==> config.mk <==
export PLATFORM = sky130hd
export DESIGN_NAME = rxdc_unit
export DESIGN_NICKNAME = d
export VERILOG_FILES = /design/src/verilog/rxdc_pkg.sv /design/src/verilog/rxdc_gate.sv /design/src/verilog/rxdc_timer.sv /design/src/verilog/rxdc_unit.sv
export VERILOG_INCLUDE_DIRS = /design/src /design/src/verilog
export SDC_FILE = /design/constraint.sdc
export NUM_CORES = 1
export LEC_CHECK = 0
export ABC_AREA = 1
export BUFFER_PORTS_ARGS = -buffer_cell sky130_fd_sc_hd__buf_2
export CELL_PAD_IN_SITES_DETAIL_PLACEMENT = 0
export CELL_PAD_IN_SITES_GLOBAL_PLACEMENT = 1
export CORE_UTILIZATION = 43
export DETAILED_ROUTE_END_ITERATION = 6
export GPL_ROUTABILITY_DRIVEN = 1
export PLACE_DENSITY = 0.88
export SYNTH_ARGS = -nofsm -noshare
export SYNTH_HDL_FRONTEND = slang
export SYNTH_HIERARCHICAL = 1
export SYNTH_SLANG_ARGS = --single-unit
export TNS_END_PERCENT = 100
==> constraint.sdc <==
create_clock -name clk -period 2.43 [get_ports clk]
set_input_delay 0.3645 -clock clk [delete_from_list [all_inputs] [get_ports clk]]
set_output_delay 0.3645 -clock clk [all_outputs]
set_load 0.02 [all_outputs]
==> src/verilog/rxdc_cfg.svh <==
`ifndef RXDC_CFG_SVH
`define RXDC_CFG_SVH

// Register offsets
`define RXDC_ADDR_W          8
`define RXDC_OFS_RX_CFG2     8'h0b
`define RXDC_OFS_RX_CFG3     8'h0c
`define RXDC_OFS_RX_CFG4     8'h0d
`define RXDC_OFS_STATUS      8'h40
`define RXDC_OFS_ADC_OUT     8'h41

// Receiver configuration two fields
`define RXDC_LP_HI_BIT       5
`define RXDC_LP_LO_BIT       3
`define RXDC_ZERO_HI_BIT     2
`define RXDC_ZERO_LO_BIT     0

// Receiver configuration three fields
`define RXDC_CLIP_BIT        1
`define RXDC_GAIN_CUT_BIT    0

// Status fields
`define RXDC_ST_RX_ON_BIT    0
`define RXDC_ST_MASK_BIT     1
`define RXDC_ST_SQ_BIT       2
`define RXDC_ST_BUSY_BIT     3

// Reset values
`define RXDC_RST_RX_CFG2     8'h00
`define RXDC_RST_RX_CFG3     8'h00
`define RXDC_RST_RX_CFG4     8'h00

// Timing
`define RXDC_CLK_MHZ         25
`define RXDC_MEAS_AMP_US     25
`define RXDC_SQUELCH_US      500
`define RXDC_MEAS_AMP_CYC    (`RXDC_MEAS_AMP_US * `RXDC_CLK_MHZ)
`define RXDC_SQUELCH_CYC     (`RXDC_SQUELCH_US * `RXDC_CLK_MHZ)

`endif

==> src/verilog/rxdc_pkg.sv <==
package rxdc_pkg;

  typedef enum logic [2:0]
  {
    RXDC_CMD_NONE       = 3'h0,
    RXDC_CMD_MASK_RX    = 3'h1,
    RXDC_CMD_UNMASK_RX  = 3'h2,
    RXDC_CMD_MEAS_AMP   = 3'h3,
    RXDC_CMD_SQUELCH    = 3'h4,
    RXDC_CMD_RST_GAIN   = 3'h5
  } rxdc_cmd_t;

  typedef enum logic [1:0]
  {
    RXDC_ST_IDLE    = 2'b00,
    RXDC_ST_MEAS    = 2'b01,
    RXDC_ST_SQUELCH = 2'b10
  } rxdc_state_t;

endpackage

==> src/verilog/rxdc_gate.sv <==
`timescale 1ns/1ps
`default_nettype none

// Combines command mask and timer mask into the receive gate
module rxdc_gate
(
  // Clock and reset
  input  wire logic clk,
  input  wire logic rst,
  // Controls
  input  wire logic rx_en,
  input  wire logic mask_cmd,
  input  wire logic unmask_cmd,
  input  wire logic timer_mask,
  // Results
  output logic      mask_q,
  output logic      rx_on_q
);

  always_ff @(posedge clk or posedge rst)
  begin
    if (rst)
      mask_q <= 1'b0;
    else if (unmask_cmd)
      mask_q <= 1'b0;
    else if (mask_cmd)
      mask_q <= 1'b1;
  end

  always_ff @(posedge clk or posedge rst)
  begin
    if (rst)
      rx_on_q <= 1'b0;
    else if (unmask_cmd)
      rx_on_q <= rx_en;
    else if (mask_cmd)
      rx_on_q <= 1'b0;
    else
      rx_on_q <= rx_en & ~mask_q & ~timer_mask;
  end

endmodule

`default_nettype wire

==> src/verilog/rxdc_timer.sv <==
`timescale 1ns/1ps
`default_nettype none

// Down counter with done pulse and abort
module rxdc_timer
#(
  parameter int W = 14
)
(
  // Clock and reset
  input  wire logic         clk,
  input  wire logic         rst,
  // Control
  input  wire logic         start,
  input  wire logic [W-1:0] load,
  input  wire logic         abort,
  // Status
  output logic              busy_q,
  output logic              done_q
);

  logic [W-1:0] cnt_q;

  always_ff @(posedge clk or posedge rst)
  begin
    if (rst)
    begin
      cnt_q  <= '0;
      busy_q <= 1'b0;
      done_q <= 1'b0;
    end
    else
    begin
      done_q <= 1'b0;
      if (abort)
      begin
        busy_q <= 1'b0;
        cnt_q  <= '0;
      end
      else if (start)
      begin
        busy_q <= 1'b1;
        cnt_q  <= load;
      end
      else if (busy_q)
      begin
        if (cnt_q <= W'(1))
        begin
          busy_q <= 1'b0;
          done_q <= 1'b1;
          cnt_q  <= '0;
        end
        else
          cnt_q <= cnt_q - W'(1);
      end
    end
  end

endmodule

`default_nettype wire

==> src/verilog/rxdc_unit.sv <==
// How it works
// Mask command drops the receive gate, stopping RSSI, AGC and framing.
// Effective mask is command mask OR mask timer state.
// Unmask command raises the receive gate and re-enables framing.
// Unmask during a running mask timer enables reception and resets the timer.
// Mask and unmask are accepted only when receiver enable is set.
// Mask and unmask allow chaining and raise no termination event.
// Measure amplitude enables transmitter, detector, ADC absolute mode, stores result.
// Measure amplitude finishes within 25 us.
// Measure amplitude needs oscillator enable and a stable crystal.
// Measure amplitude blocks chaining and raises a termination event.
// Squelch finishes within 500 us.
// Squelch is accepted only with transmitter and receiver operating.
// Accepted squelch runs only while the receive gate is low; the code checks the gate only when squelch is accepted.
// Squelch raises no termination event and blocks chaining.
// Reset gain aborts squelch, clears setting, loads manual gain reduction.
// Reset gain reinitialises AGC, squelch, RSSI; needs oscillator; chains; no event.
// Config three bit 1 enables clipping of first and second stage.
// Config three bit 0 forces gain reduction in second and third stage.
// Config two bits 5 to 3 select the receive low-pass filter.
// Config two bits 2 to 0 select first and third stage zeros.
// A command whose conditions fail is dropped with no effect.
// Command mask stays set until an unmask command clears it.
//
// Added by the designer: the plain strobed port.
`include "rxdc_cfg.svh"
`timescale 1ns/1ps
`default_nettype none

module rxdc_unit
#(
  parameter int MEAS_CYC = `RXDC_MEAS_AMP_CYC,
  parameter int SQ_CYC   = `RXDC_SQUELCH_CYC
)
(
  // Clock and reset
  input  wire logic       clk,
  input  wire logic       rst,
  // Register port
  input  wire logic [7:0] reg_addr,
  input  wire logic [7:0] reg_wdata,
  input  wire logic       reg_wr,
  input  wire logic       reg_rd,
  output logic      [7:0] reg_rdata,
  // Command port
  input  wire logic [2:0] cmd_code,
  input  wire logic       cmd_valid,
  // Device state
  input  wire logic       osc_en,
  input  wire logic       osc_stable,
  input  wire logic       rx_en,
  input  wire logic       tx_en,
  input  wire logic       mask_timer_run,
  input  wire logic [7:0] adc_data,
  input  wire logic       adc_valid,
  // Command results
  output logic            cmd_done_irq,
  output logic            chain_ok,
  output logic            mask_timer_clr,
  output logic            rx_on,
  output logic            framing_en,
  output logic            tx_force,
  output logic            amp_det_en,
  output logic            adc_abs_sel,
  output logic            squelch_active,
  output logic            gain_init,
  output logic      [7:0] gain_red_load,
  // Receiver settings
  output logic      [2:0] lowpass_sel,
  output logic      [2:0] zero_sel,
  output logic            stage_clip_en,
  output logic            active_p2p_gain_cut
);

  // ********************
  // Command decode
  // ********************
  function automatic logic is_cmd(input logic [2:0] code, input rxdc_pkg::rxdc_cmd_t c);
    is_cmd = cmd_valid && (code == c);
  endfunction

  logic osc_ok;
  logic busy;
  logic mask_go;
  logic unmask_go;
  logic meas_go;
  logic sq_go;
  logic rg_go;
  logic mask_q;
  logic rx_on_g;
  logic meas_busy;
  logic meas_done;
  logic sq_busy;
  logic sq_done;
  rxdc_pkg::rxdc_state_t state_q;
  logic tmr_ovr_q;
  logic tmr_mask_eff;
  logic meas_end;
  logic sq_end;

  assign osc_ok    = osc_en & osc_stable;
  assign busy      = (state_q != rxdc_pkg::RXDC_ST_IDLE);
  assign mask_go   = is_cmd(cmd_code, rxdc_pkg::RXDC_CMD_MASK_RX) & rx_en;
  assign unmask_go = is_cmd(cmd_code, rxdc_pkg::RXDC_CMD_UNMASK_RX) & rx_en;
  assign meas_go   = is_cmd(cmd_code, rxdc_pkg::RXDC_CMD_MEAS_AMP) & osc_ok & ~busy;

  assign sq_go     = is_cmd(cmd_code, rxdc_pkg::RXDC_CMD_SQUELCH) & tx_en & rx_en
                     & ~rx_on_g & ~busy;
  assign rg_go     = is_cmd(cmd_code, rxdc_pkg::RXDC_CMD_RST_GAIN) & osc_ok;
  assign meas_end  = (state_q == rxdc_pkg::RXDC_ST_MEAS) & (meas_done | adc_valid);
  assign sq_end    = (state_q == rxdc_pkg::RXDC_ST_SQUELCH) & (sq_done | rg_go);
  assign tmr_mask_eff = mask_timer_run & ~tmr_ovr_q;

  // ********************
  // Receive gate
  // ********************
  rxdc_gate u_gate
  (
    .clk        (clk),
    .rst        (rst),
    .rx_en      (rx_en),
    .mask_cmd   (mask_go),
    .unmask_cmd (unmask_go),
    .timer_mask (tmr_mask_eff),
    .mask_q     (mask_q),
    .rx_on_q    (rx_on_g)
  );

  assign rx_on = rx_on_g;

  always_ff @(posedge clk or posedge rst)
  begin
    if (rst)
    begin
      framing_en     <= 1'b0;
      mask_timer_clr <= 1'b0;
    end
    else
    begin
      framing_en     <= unmask_go ? 1'b1 : (mask_go ? 1'b0 : ~mask_q & ~tmr_mask_eff);
      mask_timer_clr <= unmask_go & mask_timer_run;
    end
  end

  // Unmask overrides a running mask timer until it stops
  always_ff @(posedge clk or posedge rst)
  begin
    if (rst)
      tmr_ovr_q <= 1'b0;
    else if (!mask_timer_run)
      tmr_ovr_q <= 1'b0;
    else if (unmask_go)
      tmr_ovr_q <= 1'b1;
  end

  // ********************
  // Timed commands
  // ********************
  // Loaded one short so the end lands exactly on the limit
  rxdc_timer #(.W(16)) u_meas
  (
    .clk    (clk),
    .rst    (rst),
    .start  (meas_go),
    .load   (16'(MEAS_CYC - 1)),
    .abort  (meas_end),
    .busy_q (meas_busy),
    .done_q (meas_done)
  );

  rxdc_timer #(.W(16)) u_sq
  (
    .clk    (clk),
    .rst    (rst),
    .start  (sq_go),
    .load   (16'(SQ_CYC - 1)),
    .abort  (rg_go),
    .busy_q (sq_busy),
    .done_q (sq_done)
  );

  always_ff @(posedge clk or posedge rst)
  begin
    if (rst)
      state_q <= rxdc_pkg::RXDC_ST_IDLE;
    else
    begin
      case (state_q)
        rxdc_pkg::RXDC_ST_IDLE:
          if (meas_go)
            state_q <= rxdc_pkg::RXDC_ST_MEAS;
          else if (sq_go)
            state_q <= rxdc_pkg::RXDC_ST_SQUELCH;
        rxdc_pkg::RXDC_ST_MEAS:
          if (meas_done || adc_valid)
            state_q <= rxdc_pkg::RXDC_ST_IDLE;
        rxdc_pkg::RXDC_ST_SQUELCH:
          if (sq_done || rg_go)
            state_q <= rxdc_pkg::RXDC_ST_IDLE;
        default:
          state_q <= rxdc_pkg::RXDC_ST_IDLE;
      endcase
    end
  end

  logic [7:0] adc_out_q;

  always_ff @(posedge clk or posedge rst)
  begin
    if (rst)
    begin
      tx_force       <= 1'b0;
      amp_det_en     <= 1'b0;
      adc_abs_sel    <= 1'b0;
      adc_out_q      <= 8'h00;
      cmd_done_irq   <= 1'b0;
      squelch_active <= 1'b0;
    end
    else
    begin
      tx_force       <= meas_go | (state_q == rxdc_pkg::RXDC_ST_MEAS && !meas_done && !adc_valid);
      amp_det_en     <= meas_go | (state_q == rxdc_pkg::RXDC_ST_MEAS && !meas_done && !adc_valid);
      adc_abs_sel    <= meas_go | (state_q == rxdc_pkg::RXDC_ST_MEAS && !meas_done && !adc_valid);
      if (state_q == rxdc_pkg::RXDC_ST_MEAS && adc_valid)
        adc_out_q <= adc_data;
      cmd_done_irq   <= state_q == rxdc_pkg::RXDC_ST_MEAS && (meas_done || adc_valid);
      squelch_active <= sq_go | (sq_busy & ~sq_done & ~rg_go);
    end
  end

  // Chaining allowed unless a non-chaining command runs
  always_ff @(posedge clk or posedge rst)
  begin
    if (rst)
      chain_ok <= 1'b1;
    else
      chain_ok <= ~(meas_go | sq_go | (busy & ~meas_end & ~sq_end));
  end

  // ********************
  // Registers
  // ********************
  logic [7:0] cfg2_q;
  logic [7:0] cfg3_q;
  logic [7:0] cfg4_q;

  always_ff @(posedge clk or posedge rst)
  begin
    if (rst)
    begin
      cfg2_q <= `RXDC_RST_RX_CFG2;
      cfg3_q <= `RXDC_RST_RX_CFG3;
      cfg4_q <= `RXDC_RST_RX_CFG4;
    end
    else if (reg_wr)
    begin
      if (reg_addr == `RXDC_OFS_RX_CFG2)
        cfg2_q <= reg_wdata;
      if (reg_addr == `RXDC_OFS_RX_CFG3)
        cfg3_q <= {6'h00, reg_wdata[1:0]};
      if (reg_addr == `RXDC_OFS_RX_CFG4)
        cfg4_q <= reg_wdata;
    end
  end

  always_ff @(posedge clk or posedge rst)
  begin
    if (rst)
    begin
      lowpass_sel         <= 3'h0;
      zero_sel            <= 3'h0;
      stage_clip_en       <= 1'b0;
      active_p2p_gain_cut <= 1'b0;
      gain_init           <= 1'b0;
      gain_red_load       <= 8'h00;
    end
    else
    begin
      lowpass_sel         <= cfg2_q[`RXDC_LP_HI_BIT:`RXDC_LP_LO_BIT];
      zero_sel            <= cfg2_q[`RXDC_ZERO_HI_BIT:`RXDC_ZERO_LO_BIT];
      stage_clip_en       <= cfg3_q[`RXDC_CLIP_BIT];
      active_p2p_gain_cut <= cfg3_q[`RXDC_GAIN_CUT_BIT];
      gain_init           <= rg_go;
      if (rg_go)
        gain_red_load <= cfg4_q;
    end
  end

  always_ff @(posedge clk or posedge rst)
  begin
    if (rst)
      reg_rdata <= 8'h00;
    else if (reg_rd)
    begin
      case (reg_addr)
        `RXDC_OFS_RX_CFG2: reg_rdata <= cfg2_q;
        `RXDC_OFS_RX_CFG3: reg_rdata <= cfg3_q;
        `RXDC_OFS_RX_CFG4: reg_rdata <= cfg4_q;
        `RXDC_OFS_STATUS:  reg_rdata <= {4'h0, busy, squelch_active, mask_q, rx_on_g};
        `RXDC_OFS_ADC_OUT: reg_rdata <= adc_out_q;
        default:           reg_rdata <= 8'h00;
      endcase
    end
    else
      reg_rdata <= 8'h00;
  end

  // ********************
  // Checks
  // ********************
  chk_mask_drops_gate: assert property (@(posedge clk) disable iff (rst)
    mask_go && !unmask_go |=> !rx_on_g && !framing_en)
    else $error("Mask did not drop gate");

  chk_timer_masks: assert property (@(posedge clk) disable iff (rst)
    tmr_mask_eff && !unmask_go |=> !rx_on_g)
    else $error("Timer mask ignored");

  chk_unmask_raises: assert property (@(posedge clk) disable iff (rst)
    unmask_go |=> rx_on_g && framing_en)
    else $error("Unmask did not raise gate");

  chk_unmask_timer_clr: assert property (@(posedge clk) disable iff (rst)
    unmask_go && mask_timer_run |=> mask_timer_clr)
    else $error("Timer not reset on unmask");

  chk_rx_en_gate: assert property (@(posedge clk) disable iff (rst)
    cmd_valid && !rx_en && (cmd_code == rxdc_pkg::RXDC_CMD_MASK_RX
    || cmd_code == rxdc_pkg::RXDC_CMD_UNMASK_RX) |=> mask_q == $past(mask_q))
    else $error("Mask taken while receiver off");

  chk_meas_bound: assert property (@(posedge clk) disable iff (rst)
    meas_go |=> ##[1:MEAS_CYC] state_q == rxdc_pkg::RXDC_ST_IDLE)
    else $error("Measure overran");

  chk_meas_irq: assert property (@(posedge clk) disable iff (rst)
    state_q == rxdc_pkg::RXDC_ST_MEAS && meas_done |=> cmd_done_irq)
    else $error("No termination event");

  chk_meas_no_chain: assert property (@(posedge clk) disable iff (rst)
    state_q == rxdc_pkg::RXDC_ST_MEAS |-> !chain_ok)
    else $error("Chaining open during measure");

  chk_squelch_gate: assert property (@(posedge clk) disable iff (rst)
    !squelch_active && (rx_on_g || !tx_en) |=> !squelch_active)
    else $error("Squelch ran with gate high");

  chk_rg_abort: assert property (@(posedge clk) disable iff (rst)
    rg_go |=> !squelch_active && gain_red_load == $past(cfg4_q))
    else $error("Reset gain failed");

  chk_mask_holds: assert property (@(posedge clk) disable iff (rst)
    mask_q && !unmask_go |=> mask_q)
    else $error("Mask lost");

endmodule

`default_nettype wire

==> impl_results.md <==
- Status: complete, no violations
- DRC: 0
- Final Hold Violating Endpoints: 0
- Die Wd: 116 um
- P per Cell Area: 978 nW/um^2
- Fmax: 520 MHz
- TritonCTS buffer count: 9
- Share of layout cells above drive strength 1: 21.0%
- Slew Limit Fails: 0
- Initial Util: 44.0%
- Max-cap viol count: 0
- RSZ-0062 raised after global routing: false
- Setup CP Type: flop to flop
- Setup Viol. Count Final: 0
- H-Tree Depth: 3
- Antenna-violating nets left: 0
- Rel. slew slack: 49.4%
- Fin crit period: 1920 ps
- CP endpoint kind: flop
- Hold Path Class: primary input to flop
- Placed insts: 977
- #FFs+latches synth: 98
- Nets@finish: 859
- CTS sink count: 98
- Commonest non-fill, non-tap cell in the layout: nand2_1
- First-pass GRT wire length: 21,900 um
- DR vias/cell: 4.76
- GP Congestion: 0.864
- Yosys warns: 6
- Max Buffers Root-to-Sink: 2
- CTS tree: done
- Non-Filler Instances: 994
- CTS Root Cell: clkbuf_16
- Port bufs: 71
- Worst Skew: 7.69 ps
- Post-synthesis cell area: 5550 sq um
- Drt wl/cell: 12.6 um
- P&R area growth vs syn: 16.5%
- Peak VDD IR: 0.384 mV
- Final period utilization: 79.1%
- Die H: 116 um
- Setup Buffers After CTS: 0
- Total gr overflow: 0
- Critical path data arrival time: 2160 ps
- Total global-route track usage: 20.9%
- IO Pins: 72
- Largest net degree at the start of global routing: 32
- Vias in the first global route: 4,649
- # rows: 41
- Clock transition at the registers of the reported paths: 70 ps
- Most frequent cells in the layout: nand2_1, dfrtp_1, inv_1
- Crit Path Max Fanout: 11
- Diodes inserted: 0
- Library cells used by synthesis: 33
- Initial drt markers: 272
- WP data required: 2670 ps
- Gate count after technology mapping: 712
- Avg Cell Area, Syn: 7.80 sq um
- Final HPWL from detailed placement: 9430 um
- Drt total wl: 12,600 um
- Reg2reg setup slack: 510 ps
- Worst Max-Slew Pin Slew: 759 ps
- Initial antenna violation count: 0
- Pre-antenna DRT Iters: 4
- Crit path launch type: flop
- Core area: 12,600 sq um
- Fin Setup TNS: 0 ps
- Clock latency on the worst-skew pair: 350 ps
- Leakage: 3.58 nW
- Die ar.: 13,400 sq um
- Routed via count: 4,732
- Seq/Total Area, Yosys: 44.2%
[cells by family after synthesis]
logic type               count (synthesis)  share of synthesized area (%)
flip-flops                              98                           44.2
XOR/XNOR                                14                           2.21
AND/OR/NAND/NOR                        428                           34.9
other                                    2                          0.135
adder cells (fa/ha/maj)                  4                          0.901
AO/OA/AOI/OAI                           60                           7.66
buffers and inverters                   98                           8.36
multiplexers                             8                           1.62
[layout make-up]
cell class	instances	area, sq um
Inverter	81	304
Clock buffer	10	229
Sequential cell	98	2450
Fill cell	1237	6150
Timing Repair Buffer	81	445
Multi-Input combinational cell	546	2750
Clock inverter	6	73.8
Tap cell	172	215
[worst paths after layout]
check,startpoint,endpoint,cells past startpoint
hold reg to reg,cfg2_q[4]$_DFFE_PP0P_,lowpass_sel[1]$_DFF_PP0_,0
min in group asynchronous,rst,u_gate/mask_q$_DFFE_PP0P_,3
setup reg to reg,state_q[1]$_DFFE_PP0P_,u_sq/cnt_q[12]$_DFFE_PP0P_,8
setup / recovery,state_q[1]$_DFFE_PP0P_,u_sq/cnt_q[12]$_DFFE_PP0P_,8
hold / removal,mask_timer_run,tmr_ovr_q$_DFFE_PP0P_,2
max in group asynchronous,rst,chain_ok$_DFF_PP1_,4
[critical path, cell delays in order, from the launching register on]
cell and delay [ps]:
dfrtp_1 400, nor2_1 260, nand4_1 270, inv_1 230
inv_1 180, nand2_4 240, o21ai_1 100, nand2_1 70
nand2_1 50
[cells in the mapped netlist, drive strengths merged]
cell,instances,area share [%]
ha,4,0.90
dfstp,1,0.47
dfrtp,97,44
mux2,8,1.6
nor2,90,8.4
nand3,43,4.6
xor2,4,0.63
inv,81,5.5
o31ai,3,0.41
nor3,5,0.86
nand4,16,1.9
conb,2,0.14
nand2,272,19
nor4,2,0.23
xnor2,10,1.6
a21oi,3,0.27
buf,17,2.9
o21ai,49,6.3
o21a,5,0.68
[registers in the layout (all words and copies together) (netlist names), 2 cells and up]
signal         flops
zero_sel           3
cfg4_q             8
gain_red_load      8
u_meas/cnt_q      16
u_sq/cnt_q        16
adc_out_q          8
cfg3_q             2
lowpass_sel        3
reg_rdata          8
cfg2_q             8
state_q            2
[power by group]
group	switching, mW	total (mW)	internal (mW)
sequential	0.379	2.34	1.96
clock	0.646	1.46	0.811
combinational	1.55	2.53	0.975
[through the flow]
stage                     hold slack [ps]  setup slack (ps)  utilization (%)  power [mW]  instance area, sq um
after detailed placement              279               400             48.8        4.91                  6160
after CTS                             232               497             51.3        6.39                  6470
final                                 244               507             51.3        6.33                  6470
after floorplan                       106               582                -        4.41                  5670
after global routing                  240               268             51.3        6.90                  6470
after global placement                280               484             48.8        4.83                  6160
[timing repair]
action	4_1_cts	5_1_grt
resized for setup	0	0
hold buffers	1	0
endpoints found under the hold margin	2	0
[layer usage]
layer,track usage [%],routed length [um],vias to the layer above
met3,3.97,559,15
li1,-,-,2398
met1,27.9,6050,2214
met2,34.3,5780,105
met5,0,0,-
met4,7.01,165,0
Note: power is estimated with default switching activity, not from simulation.
